File: config.mk
export PLATFORM = sky130hd
export DESIGN_NAME = prsr_slot_regs
export DESIGN_NICKNAME = d
export VERILOG_FILES = /design/src/verilog/prsr_pkg.sv /design/src/verilog/prsr_slot_regs.sv
export SDC_FILE = /design/constraint.sdc
export NUM_CORES = 1
export LEC_CHECK = 0
export ABC_AREA = 1
export BUFFER_PORTS_ARGS = -buffer_cell sky130_fd_sc_hd__buf_2
export CORE_MARGIN = 2
export CORE_UTILIZATION = 57
export DETAILED_ROUTE_END_ITERATION = 10
export GPL_TIMING_DRIVEN = 0
export PLACE_DENSITY = 0.85
export SKIP_LAST_GASP = 1
export SYNTH_ARGS = -nofsm -noshare
export SYNTH_HDL_FRONTEND = slang
export SYNTH_SLANG_ARGS = --single-unit
File: constraint.sdc
create_clock -name sys_clk -period 4 [get_ports sys_clk]
set_input_delay 0.2 -clock sys_clk [delete_from_list [all_inputs] [get_ports sys_clk]]
set_output_delay 0.2 -clock sys_clk [all_outputs]
set_load 0.005 [all_outputs]
File: src/verilog/prsr_pkg.sv
// offsets, field positions and reset values of the root port slot register bank
package prsr_pkg;
  // ---------------------------------------------------------------
  // configuration offsets (byte addresses, 16-bit registers share a dword)
  // ---------------------------------------------------------------
  localparam logic [11:0] OFF_SLOT_CAP_UPPER = 12'h06c;
  localparam logic [11:0] OFF_SLOT_CONTROL = 12'h070;
  localparam logic [11:0] OFF_SLOT_STATUS = 12'h072;
  localparam logic [11:0] OFF_ROOT_CONTROL = 12'h074;
  localparam logic [11:0] OFF_ROOT_CAP = 12'h076;
  localparam logic [11:0] OFF_ROOT_STATUS = 12'h078;
  localparam logic [11:0] OFF_DEV_CAP_TWO = 12'h07c;
  localparam logic [11:0] OFF_DEV_CONTROL_TWO = 12'h080;
  localparam logic [11:0] OFF_DEV_STATUS_TWO = 12'h082;
  localparam logic [11:0] OFF_LINK_CAP_TWO = 12'h084;
  localparam logic [11:0] OFF_LINK_CONTROL_TWO = 12'h088;
  localparam logic [11:0] OFF_LINK_STATUS_TWO = 12'h08a;
  localparam logic [11:0] OFF_SLOT_CAP_TWO = 12'h08c;
  // ---------------------------------------------------------------
  // slot capabilities, upper part
  // ---------------------------------------------------------------
  localparam int CAP_HOTPLUG = 6;
  localparam int CAP_POWER_VALUE = 7;
  localparam int CAP_POWER_SCALE = 15;
  localparam int CAP_INTERLOCK = 17;
  localparam int CAP_NO_CMD_DONE = 18;
  localparam int CAP_SLOT_NUMBER = 19;
  localparam logic [31:0] CAP_RW_MASK = 32'h0001ff80;
  localparam logic [31:0] CAP_UPPER_RST = 32'h00000000;
  // ---------------------------------------------------------------
  // slot control and slot status
  // ---------------------------------------------------------------
  localparam int SC_CMD_DONE_EN = 4;
  localparam int SC_MASTER_EN = 5;
  localparam int SC_ATTN_LAMP = 6;
  localparam int SC_POWER_LAMP = 8;
  localparam int SC_POWER = 10;
  localparam int SC_INTERLOCK = 11;
  localparam int SC_LINK_CHG_EN = 12;
  localparam logic [15:0] SLOT_CONTROL_RW_MASK = 16'h17ff;
  localparam logic [15:0] SLOT_CONTROL_RST = 16'h0000;
  localparam int SS_LATCH_LEVEL = 5;
  localparam int SS_PRESENT = 6;
  localparam int SS_INTERLOCK = 7;
  localparam int SS_LINK_CHG = 8;
  localparam logic [15:0] SLOT_STATUS_EVENT_MASK = 16'h011f;
  localparam logic [15:0] SLOT_STATUS_RST = 16'h0000;
  // ---------------------------------------------------------------
  // root control, capabilities and status
  // ---------------------------------------------------------------
  localparam int RC_PME_IRQ_EN = 3;
  localparam int RC_RETRY_VIS = 4;
  localparam logic [15:0] ROOT_CONTROL_RW_MASK = 16'h001f;
  localparam logic [15:0] ROOT_CONTROL_RST = 16'h0000;
  localparam logic [15:0] ROOT_CAP_RST = 16'h0001;
  localparam int RS_PME_STATUS = 16;
  localparam int RS_ANOTHER_PME_WAITING = 17;
  // ---------------------------------------------------------------
  // device control two and link control two
  // ---------------------------------------------------------------
  localparam logic [15:0] DEV_CONTROL_TWO_RW_MASK = 16'h003f;
  localparam logic [15:0] DEV_CONTROL_TWO_RST = 16'h0000;
  localparam int LC_SPEED = 0;
  localparam int LC_COMPLIANCE = 4;
  localparam int LC_AUTO_OFF = 5;
  localparam int LC_DEEMPH_CHOICE = 6;
  localparam int LC_MARGIN = 7;
  localparam int LC_MOD_PATTERN = 10;
  localparam int LC_SKIP_SETS = 11;
  localparam int LC_PATTERN_DEEMPH = 12;
  localparam logic [15:0] LINK_CONTROL_TWO_RW_MASK = 16'h1fbf;
  localparam logic [15:0] LINK_CONTROL_TWO_RST = 16'h0001;
endpackage : prsr_pkg

File: src/verilog/prsr_slot_regs.sv
// slot, root and second-generation capability register bank of a root port
`timescale 1ns/1ps

// Behaviour
// - button event gated by its enable
// - fault and latch events have own enables
// - command completion raises hot-plug interrupt when enabled
// - master enable gates the hot-plug interrupt, not the button wake
// - lamp fields drive lamps, read back state
// - power bit sets power, reads applied power
// - writing one toggles the interlock
// - link active change notifies when enabled
// - sticky status on each hot-plug event
// - live latch, presence and interlock levels
// - link active change sets sticky status
// - three enables escalate errors to system error
// - pme message interrupts when enabled
// - retry visibility enable, capability reads one
// - pme source id, status and pending
// - timeout select, timeout off, routing forward
// - target speed field caps link speed
// - compliance force, modified pattern, skip sets
// - bit disables autonomous speed change
// - pattern de-emphasis only above 2.5 GT/s
// - live and selectable de-emphasis read-only bits
// - power cap, scale, slot number, no-completion bit
module prsr_slot_regs #(
  parameter logic HOTPLUG_CAPABLE = 1'b0,
  parameter logic INTERLOCK_PRESENT = 1'b0,
  parameter logic NO_CMD_DONE_SUPPORT = 1'b1,
  parameter logic [12:0] SLOT_NUMBER = 13'h0000,
  parameter logic LINK_ACTIVE_REPORTING = 1'b1,
  parameter logic DEEMPH_CHOICE = 1'b0,
  parameter logic [31:0] DEV_CAP_TWO = 32'h00000000
) (
  input wire logic sys_clk,
  input wire logic reset_n,
  input wire logic cfg_wr,
  input wire logic cfg_rd,
  input wire logic [11:0] cfg_addr,
  input wire logic [3:0] cfg_byte_en,
  input wire logic [31:0] cfg_wdata,
  output logic [31:0] cfg_rdata,
  output logic cfg_rd_valid,
  input wire logic button_pin,
  input wire logic power_fault_pin,
  input wire logic latch_sensor_pin,
  input wire logic presence_pin,
  input wire logic interlock_sense_pin,
  input wire logic power_sense_pin,
  input wire logic cmd_done,
  input wire logic link_active,
  input wire logic err_correctable_msg,
  input wire logic err_nonfatal_msg,
  input wire logic err_fatal_msg,
  input wire logic pme_msg,
  input wire logic [15:0] pme_source_id,
  input wire logic link_at_5gt,
  input wire logic phy_deemph_level,
  output logic [1:0] attention_lamp_ctrl,
  output logic [1:0] power_lamp_ctrl,
  output logic slot_power_ctrl,
  output logic interlock_toggle,
  output logic slot_cmd_issued,
  output logic hotplug_irq,
  output logic hotplug_wake,
  output logic system_error,
  output logic pme_irq,
  output logic retry_visible_enable,
  output logic [3:0] completion_timeout_sel,
  output logic completion_timeout_off,
  output logic alt_routing_fwd_enable,
  output logic [3:0] target_link_speed,
  output logic force_compliance,
  output logic auto_speed_change_off,
  output logic [2:0] tx_margin,
  output logic modified_pattern_select,
  output logic skip_sets_in_pattern,
  output logic tx_compliance_deemph
);
  // ---------------------------------------------------------------
  // configuration write decode
  // ---------------------------------------------------------------
  logic [31:0] wmask;
  logic hit_cap, hit_slot, hit_root, hit_pme, hit_dev2, hit_link2;
  assign wmask = {{8{cfg_byte_en[3]}}, {8{cfg_byte_en[2]}},
                  {8{cfg_byte_en[1]}}, {8{cfg_byte_en[0]}}};
  assign hit_cap = cfg_addr[11:2] == prsr_pkg::OFF_SLOT_CAP_UPPER[11:2];
  assign hit_slot = cfg_addr[11:2] == prsr_pkg::OFF_SLOT_CONTROL[11:2];
  assign hit_root = cfg_addr[11:2] == prsr_pkg::OFF_ROOT_CONTROL[11:2];
  assign hit_pme = cfg_addr[11:2] == prsr_pkg::OFF_ROOT_STATUS[11:2];
  assign hit_dev2 = cfg_addr[11:2] == prsr_pkg::OFF_DEV_CONTROL_TWO[11:2];
  assign hit_link2 = cfg_addr[11:2] == prsr_pkg::OFF_LINK_CONTROL_TWO[11:2];

  // ---------------------------------------------------------------
  // slot pins: two-stage synchroniser, then a compare stage
  // ---------------------------------------------------------------
  logic [5:0] pin_meta, pin_sync, pin_prev;
  logic [2:0] pin_primed;
  always_ff @(posedge sys_clk) begin
    if (!reset_n) begin
      pin_meta <= 6'h00;
      pin_sync <= 6'h00;
      pin_prev <= 6'h00;
      pin_primed <= 3'h0;
    end else begin
      pin_meta <= {power_sense_pin, interlock_sense_pin, presence_pin,
                   latch_sensor_pin, power_fault_pin, button_pin};
      pin_sync <= pin_meta;
      pin_prev <= pin_sync;
      pin_primed <= {pin_primed[1:0], 1'b1};
    end
  end

  // pin edges are ignored until the pipeline holds real pin levels, so the
  // levels present at reset release do not look like a change
  logic button_press, fault_rise, latch_change, presence_change;
  logic link_prev, link_change;
  assign button_press = pin_primed[2] & pin_sync[0] & ~pin_prev[0];
  assign fault_rise = pin_primed[2] & pin_sync[1] & ~pin_prev[1];
  assign latch_change = pin_primed[2] & (pin_sync[2] ^ pin_prev[2]);
  assign presence_change = pin_primed[2] & (pin_sync[3] ^ pin_prev[3]);
  assign link_change = LINK_ACTIVE_REPORTING & (link_active ^ link_prev);

  always_ff @(posedge sys_clk) begin
    if (!reset_n) begin
      link_prev <= 1'b0;
    end else begin
      link_prev <= link_active;
    end
  end

  // ---------------------------------------------------------------
  // slot control
  // ---------------------------------------------------------------
  logic [15:0] slot_ctl, slot_ctl_m;
  assign slot_ctl_m = wmask[15:0] & {16{cfg_wr & hit_slot}} & prsr_pkg::SLOT_CONTROL_RW_MASK;
  always_ff @(posedge sys_clk) begin
    if (!reset_n) begin
      slot_ctl <= prsr_pkg::SLOT_CONTROL_RST;
    end else begin
      slot_ctl <= (slot_ctl & ~slot_ctl_m) | (cfg_wdata[15:0] & slot_ctl_m);
    end
  end
  assign attention_lamp_ctrl = slot_ctl[prsr_pkg::SC_ATTN_LAMP +: 2];
  assign power_lamp_ctrl = slot_ctl[prsr_pkg::SC_POWER_LAMP +: 2];
  assign slot_power_ctrl = slot_ctl[prsr_pkg::SC_POWER];

  // interlock is a write-one pulse, the bit itself is not stored
  always_ff @(posedge sys_clk) begin
    if (!reset_n) begin
      interlock_toggle <= 1'b0;
      slot_cmd_issued <= 1'b0;
    end else begin
      interlock_toggle <= INTERLOCK_PRESENT & cfg_wr & hit_slot & cfg_byte_en[1]
                          & cfg_wdata[prsr_pkg::SC_INTERLOCK];
      slot_cmd_issued <= cfg_wr & hit_slot & (|cfg_byte_en[1:0]);
    end
  end

  // ---------------------------------------------------------------
  // slot status: sticky events, set beats a same-cycle clear
  // ---------------------------------------------------------------
  logic [15:0] slot_evt, slot_set, slot_clr, slot_evt_en, slot_live;
  assign slot_set = {7'h00, link_change, 3'h0, cmd_done, presence_change,
                     latch_change, fault_rise, button_press};
  assign slot_clr = cfg_wdata[31:16] & wmask[31:16] & {16{cfg_wr & hit_slot}};
  always_ff @(posedge sys_clk) begin
    if (!reset_n) begin
      slot_evt <= prsr_pkg::SLOT_STATUS_RST;
    end else begin
      slot_evt <= ((slot_evt & ~slot_clr) | slot_set)
                  & prsr_pkg::SLOT_STATUS_EVENT_MASK;
    end
  end
  assign slot_live = {7'h00, 1'b0, INTERLOCK_PRESENT & pin_sync[4], pin_sync[3],
                      pin_sync[2], 5'h00};

  // status bit i pairs with control bit i, link change pairs with its own enable
  assign slot_evt_en = {7'h00, slot_ctl[prsr_pkg::SC_LINK_CHG_EN] & LINK_ACTIVE_REPORTING,
                        3'h0, slot_ctl[4:0]};
  always_ff @(posedge sys_clk) begin
    if (!reset_n) begin
      hotplug_irq <= 1'b0;
      hotplug_wake <= 1'b0;
    end else begin
      hotplug_irq <= slot_ctl[prsr_pkg::SC_MASTER_EN] & (|(slot_evt & slot_evt_en));
      hotplug_wake <= slot_evt[0] & slot_ctl[0];
    end
  end

  // ---------------------------------------------------------------
  // root control and error escalation
  // ---------------------------------------------------------------
  logic [15:0] root_ctl, root_ctl_m;
  assign root_ctl_m = wmask[15:0] & {16{cfg_wr & hit_root}} & prsr_pkg::ROOT_CONTROL_RW_MASK;
  always_ff @(posedge sys_clk) begin
    if (!reset_n) begin
      root_ctl <= prsr_pkg::ROOT_CONTROL_RST;
      system_error <= 1'b0;
    end else begin
      root_ctl <= (root_ctl & ~root_ctl_m) | (cfg_wdata[15:0] & root_ctl_m);
      system_error <= |({err_fatal_msg, err_nonfatal_msg, err_correctable_msg}
                        & root_ctl[2:0]);
    end
  end
  assign retry_visible_enable = root_ctl[prsr_pkg::RC_RETRY_VIS]
                                & prsr_pkg::ROOT_CAP_RST[0];

  // ---------------------------------------------------------------
  // pme capture: one message may wait behind a set status bit
  // ---------------------------------------------------------------
  logic [15:0] pme_id, pme_held_id;
  logic pme_status, another_pme_waiting, pme_clr, pme_left;
  assign pme_clr = cfg_wr & hit_pme & cfg_byte_en[2] & cfg_wdata[prsr_pkg::RS_PME_STATUS];
  assign pme_left = pme_status & ~pme_clr;
  always_ff @(posedge sys_clk) begin
    if (!reset_n) begin
      pme_id <= 16'h0000;
      pme_held_id <= 16'h0000;
      pme_status <= 1'b0;
      another_pme_waiting <= 1'b0;
    end else if (pme_left) begin
      if (pme_msg) begin
        another_pme_waiting <= 1'b1;
        pme_held_id <= pme_source_id;
      end
    end else if (another_pme_waiting) begin
      // a clear while one waits promotes the waiting id at once
      pme_id <= pme_held_id;
      pme_status <= 1'b1;
      another_pme_waiting <= pme_msg;
      if (pme_msg) begin
        pme_held_id <= pme_source_id;
      end
    end else if (pme_msg) begin
      pme_id <= pme_source_id;
      pme_status <= 1'b1;
    end else begin
      pme_status <= 1'b0;
    end
  end
  always_ff @(posedge sys_clk) begin
    if (!reset_n) begin
      pme_irq <= 1'b0;
    end else begin
      pme_irq <= root_ctl[prsr_pkg::RC_PME_IRQ_EN] & pme_status;
    end
  end

  // ---------------------------------------------------------------
  // slot capabilities upper, device and link control two
  // ---------------------------------------------------------------
  logic [31:0] cap_rw, cap_m, cap_ro;
  logic [15:0] dev_ctl2, dev_ctl2_m, link_ctl2, link_ctl2_m;
  assign cap_m = wmask & {32{cfg_wr & hit_cap}} & prsr_pkg::CAP_RW_MASK;
  assign dev_ctl2_m = wmask[15:0] & {16{cfg_wr & hit_dev2}} & prsr_pkg::DEV_CONTROL_TWO_RW_MASK;
  assign link_ctl2_m = wmask[15:0] & {16{cfg_wr & hit_link2}}
                       & prsr_pkg::LINK_CONTROL_TWO_RW_MASK;
  always_ff @(posedge sys_clk) begin
    if (!reset_n) begin
      cap_rw <= prsr_pkg::CAP_UPPER_RST;
      dev_ctl2 <= prsr_pkg::DEV_CONTROL_TWO_RST;
      link_ctl2 <= prsr_pkg::LINK_CONTROL_TWO_RST;
    end else begin
      cap_rw <= (cap_rw & ~cap_m) | (cfg_wdata & cap_m);
      dev_ctl2 <= (dev_ctl2 & ~dev_ctl2_m) | (cfg_wdata[15:0] & dev_ctl2_m);
      link_ctl2 <= (link_ctl2 & ~link_ctl2_m) | (cfg_wdata[15:0] & link_ctl2_m);
    end
  end
  assign cap_ro = (32'(SLOT_NUMBER) << prsr_pkg::CAP_SLOT_NUMBER)
                | (32'(NO_CMD_DONE_SUPPORT) << prsr_pkg::CAP_NO_CMD_DONE)
                | (32'(INTERLOCK_PRESENT) << prsr_pkg::CAP_INTERLOCK)
                | (32'(HOTPLUG_CAPABLE) << prsr_pkg::CAP_HOTPLUG);
  assign completion_timeout_sel = dev_ctl2[3:0];
  assign completion_timeout_off = dev_ctl2[4];
  assign alt_routing_fwd_enable = dev_ctl2[5];
  assign target_link_speed = link_ctl2[prsr_pkg::LC_SPEED +: 4];
  assign force_compliance = link_ctl2[prsr_pkg::LC_COMPLIANCE];
  assign auto_speed_change_off = link_ctl2[prsr_pkg::LC_AUTO_OFF];
  assign tx_margin = link_ctl2[prsr_pkg::LC_MARGIN +: 3];
  assign modified_pattern_select = link_ctl2[prsr_pkg::LC_MOD_PATTERN];
  assign skip_sets_in_pattern = link_ctl2[prsr_pkg::LC_SKIP_SETS];

  // at 2.5 GT/s there is no de-emphasis choice, so the bit is masked off
  logic live_deemph_level;
  assign live_deemph_level = link_at_5gt & phy_deemph_level;
  always_ff @(posedge sys_clk) begin
    if (!reset_n) begin
      tx_compliance_deemph <= 1'b0;
    end else begin
      tx_compliance_deemph <= link_ctl2[prsr_pkg::LC_COMPLIANCE] & link_at_5gt
                              & link_ctl2[prsr_pkg::LC_PATTERN_DEEMPH];
    end
  end

  // ---------------------------------------------------------------
  // configuration read, one cycle after the request
  // ---------------------------------------------------------------
  logic [15:0] slot_ctl_rd;
  always_comb begin
    slot_ctl_rd = slot_ctl;
    slot_ctl_rd[prsr_pkg::SC_POWER] = pin_sync[5];
  end
  always_ff @(posedge sys_clk) begin
    if (!reset_n) begin
      cfg_rdata <= 32'h00000000;
      cfg_rd_valid <= 1'b0;
    end else begin
      cfg_rd_valid <= cfg_rd;
      if (cfg_rd) begin
        if (hit_cap) begin
          cfg_rdata <= cap_ro | cap_rw;
        end else if (hit_slot) begin
          cfg_rdata <= {slot_evt | slot_live, slot_ctl_rd};
        end else if (hit_root) begin
          cfg_rdata <= {prsr_pkg::ROOT_CAP_RST, root_ctl};
        end else if (hit_pme) begin
          cfg_rdata <= {14'h0000, another_pme_waiting, pme_status, pme_id};
        end else if (cfg_addr[11:2] == prsr_pkg::OFF_DEV_CAP_TWO[11:2]) begin
          cfg_rdata <= DEV_CAP_TWO;
        end else if (hit_dev2) begin
          cfg_rdata <= {16'h0000, dev_ctl2};
        end else if (hit_link2) begin
          cfg_rdata <= {15'h0000, live_deemph_level, link_ctl2 | (16'(DEEMPH_CHOICE)
                        << prsr_pkg::LC_DEEMPH_CHOICE)};
        end else begin
          // reserved and unmapped dwords read as zero
          cfg_rdata <= 32'h00000000;
        end
      end
    end
  end

  // ---------------------------------------------------------------
  // checks
  // ---------------------------------------------------------------
  chk_button_gated: assert property (@(posedge sys_clk) disable iff (!reset_n)
    hotplug_wake |-> $past(slot_ctl[0]) && $past(slot_evt[0]))
    else $error("wake without enabled button event");
  chk_fault_sets: assert property (@(posedge sys_clk) disable iff (!reset_n)
    fault_rise |=> slot_evt[1])
    else $error("power fault event not recorded");
  chk_cmd_irq: assert property (@(posedge sys_clk) disable iff (!reset_n)
    cmd_done && slot_ctl[4] && slot_ctl[5] && !slot_ctl_m[4] && !slot_ctl_m[5]
    |-> ##2 hotplug_irq)
    else $error("command completion did not interrupt");
  chk_master_gate: assert property (@(posedge sys_clk) disable iff (!reset_n)
    !slot_ctl[prsr_pkg::SC_MASTER_EN] |=> !hotplug_irq)
    else $error("hot-plug interrupt with master enable clear");
  chk_lamp_write: assert property (@(posedge sys_clk) disable iff (!reset_n)
    cfg_wr && hit_slot && cfg_byte_en[0] |=> attention_lamp_ctrl == $past(cfg_wdata[7:6]))
    else $error("attention lamp not taken from write");
  chk_toggle_pulse: assert property (@(posedge sys_clk) disable iff (!reset_n)
    interlock_toggle |=> !interlock_toggle || $past(cfg_wr))
    else $error("interlock toggle longer than its write");
  chk_link_status: assert property (@(posedge sys_clk) disable iff (!reset_n)
    $changed(link_active) && LINK_ACTIVE_REPORTING |=> slot_evt[prsr_pkg::SS_LINK_CHG])
    else $error("link active change not recorded");
  chk_syserr_fatal: assert property (@(posedge sys_clk) disable iff (!reset_n)
    err_fatal_msg && root_ctl[2] |=> system_error)
    else $error("fatal error not escalated");
  chk_syserr_quiet: assert property (@(posedge sys_clk) disable iff (!reset_n)
    root_ctl[2:0] == 3'h0 |=> !system_error)
    else $error("system error with all enables clear");
  chk_pme_irq: assert property (@(posedge sys_clk) disable iff (!reset_n)
    pme_msg && !pme_status && root_ctl[3] && !root_ctl_m[3] |-> ##2 pme_irq)
    else $error("pme message did not interrupt");
  chk_another_pme_waiting: assert property (@(posedge sys_clk) disable iff (!reset_n)
    another_pme_waiting |-> pme_status)
    else $error("another_pme_waiting without pme status");
  chk_pme_sticky: assert property (@(posedge sys_clk) disable iff (!reset_n)
    pme_status && !pme_clr |=> pme_status && $stable(pme_id))
    else $error("pme status lost without a clear");
  chk_event_sticky: assert property (@(posedge sys_clk) disable iff (!reset_n)
    slot_evt[0] && !slot_clr[0] |=> slot_evt[0])
    else $error("button status lost without a clear");
  chk_deemph_slow: assert property (@(posedge sys_clk) disable iff (!reset_n)
    !link_at_5gt |=> !tx_compliance_deemph)
    else $error("de-emphasis select acted at 2.5 GT/s");
  chk_read_latency: assert property (@(posedge sys_clk) disable iff (!reset_n)
    cfg_rd && hit_link2 && !cfg_wr |=> cfg_rd_valid && cfg_rdata[3:0] == target_link_speed)
    else $error("target speed read mismatch");

endmodule : prsr_slot_regs

==> run metrics <==
Post-route DRC=0; XOR/XNOR Fraction of Synth Area=0.004485; CTS tree=yes; FFs w/ async S/R, synth=0; Crit Path Max Fanout=10; Sw Pwr=between 800 and 900 µW; CP endpoint kind=flip-flop; top-area cell type share of the netlist area=0.4579; hold slack=-2.542 ps; largest net degree at the start of global routing=17; Clock Path Buffers=2; Int Pwr=2.469 mW; final setup TNS=0 ps; Clock power frac=0.483; Final setup viols=0; DR vias=between 6k and 7k; Clk pin slew, worst setup/hold paths=70 ps; Startpoint Class=primary input; mean post-synth cell area=slightly above 7 µm²; post-synthesis compound-gate area fraction=0.1570; fin. max-slew vios=0; RePlAce Congestion=between 0.9 and 1; initial antenna violation count=0; Seq/Total Area, Yosys=0.4579; Detail Route Antenna Nets=0; switch share=0.2510; DP HPWL=~12000 µm; leakage=about 3.7 nW; unrepaired setup endpoints after global routing=false; final core occ=0.7460; post-synthesis mux area share=0; per-cell routed wire length=15.58 µm; Worst Skew=around 10 ps; first-pass GRT wire length=28280 µm; violated checks=negative hold slack; Sink Count=between 100 and 150; Synth top cells by count=158 x nand2_1, 134 x dfxtp_1, 112 x a21oi_1; CTS HTree Levels=4; post-CTS setup buffers=0; largest family of logic cells by synthesized area=simple AND/OR/NAND/NOR gates; TritonRoute pass-1 iters=7; crit path DAT=approximately 2300 ps; full die area=between 10000 and 15000 µm²; Tightest Pin Transition=between 600 and 700 ps; Worst EP required=4440 ps; initial DRC count=between 500 and 600; Most used DFF post-synth=dfxtp_1; warnings from Yosys=0; Congestion Overflow GR=0; Layout Nets=1078; Mapped Cells=between 800 and 900; root buffer cell=clkbuf_8; status=finished, violations left; largest cells by area after synthesis=dfxtp_1 46%, nand2_1 10%, a21oi_1 9.6%; Vias per Instance=roughly 5.5; share of layout cells above drive strength 1=0.2083; final hold violation count=2; Max-slew headroom=0.5910; number of synthesized flops with an enable pin=0; Num CTS Buffers=17; All-Layer GR Usage=0.3220; IO Count=approximately 150; crit path kind=in2reg; # rows=37; Synth Register Bits=around 130; Distinct cells, synth=32; worst r2r src=another_pme_waiting; top-count cell post-synth=nand2_1; hold_sp=pme_source_id[6]; Final Power=3.297 mW; simple-gate area share of the yosys netlist=0.2689; Starting Density=0.5778; Horiz. Die Dim=between 100 and 150 µm; clock latency on the worst-skew pair=approximately 530 ps; Layout area overhead=29.11%; Critical Path Start=reset_n; WL final=about 18000 µm; Port Buffer Count=around 120; max-cap violations=0; post-synthesis adder-cell area fraction=0; Hold/Removal Path Class=in2reg; cell taking the most area after synthesis=dfxtp_1; Die Ht=between 100 and 150 µm; fin crit share=0.4624; VDD IR max=between 0.0002 and 0.0003 V; vias in the first global route=roughly 5.9k; core area=a little over 10000 µm²; Reg power frac=0.426; min cycle time layout=roughly 1800 ps; Pwr Density=between 400 and 500 nW/µm²; antenna cell count=0; Syn Std Cell Area=around 5900 µm²; combinational fraction of design power=0.091; Max Fclk=between 0.5 and 0.6 GHz
==> per-stage QoR <==
step / std cells / worst slack (ps) / hold WS [ps] / cell area (µm²)
global route: 1144 / 2147 / 23.14 / 7564
detailed placement: 1083 / 2336 / 374.7 / 6664
finish: 1144 / 2150 / -2.542 / 7564
global placement: 1083 / 2309 / 374.9 / 6664
CTS: 1143 / 2273 / 0.4443 / 7553
floorplan: 826 / 2648 / 227.7 / 5888
==> cells by family after synthesis <==
family | Yosys count
compound gates | 180
simple gates | 358
flops | 134
buf+inv | 142
other cells | 1
xor+xnor | 3
==> worst max-delay path, stage by stage <==
cell           delay (ps)
dlygate4sd3_1         530
buf_2                 150
clkbuf_1              490
clkbuf_1              490
o21ai_0               220
a21oi_1               210
==> placed cells by master (no fill, tap or decap), types with 16 or more instances in the layout <==
cell           count
nand2_1          158
dfxtp_1          134
buf_2            131
a21oi_1          112
nor2_1            98
inv_1             78
nand3_1           70
o21ai_0           58
dlygate4sd3_1     30
buf_4             22
clkbuf_1          21
clkbuf_16         16
==> routing by layer <==
layer	wire length (µm)	track usage	vias up
met5	0	0	-
met4	520	0.1200	0
met3	1564	0.06679	60
met2	8592	0.5502	361
met1	7147	0.3991	2844
li1	-	-	2976
==> area by class of cell <==
cell class	count	area, µm²
plain buffers	61	346.6
clock buffers	18	427.9
clock inverters	13	171.4
fillers	779	2575
inverters	81	304.0
multi-input cells	550	2555
flip-flops and latches	134	2683
well taps	136	170.2
repair buffers	151	905.9
==> final timing paths <==
check | end | slack [ps] | depth (start not counted)
worst max register to register | pme_id[11] | 2340 | 6
worst max-delay path | flip-flop | 2150 | 6
worst min register to register | pin_primed[2] | 410 | 2
worst min-delay path | pme_held_id[6] | -3 | 5
==> power by group through the flow <==
stage / registers, mW / clock network (mW) / logic, mW
2_1_floorplan: 1.42 / 0 / 0.174
3_3_place_gp: 1.43 / 0 / 0.263
3_5_place_dp: 1.43 / 0 / 0.267
4_1_cts: 1.40 / 1.58 / 0.293
5_1_grt: 1.41 / 1.65 / 0.331
6_report: 1.40 / 1.59 / 0.301
==> repair_timing <==
action | CTS | global route
gates resized for setup | 0 | 0
hold buffers | 29 | 1
hold endpoints to repair | 39 | 1
No activity file was read; power rests on OpenSTA's default activity.
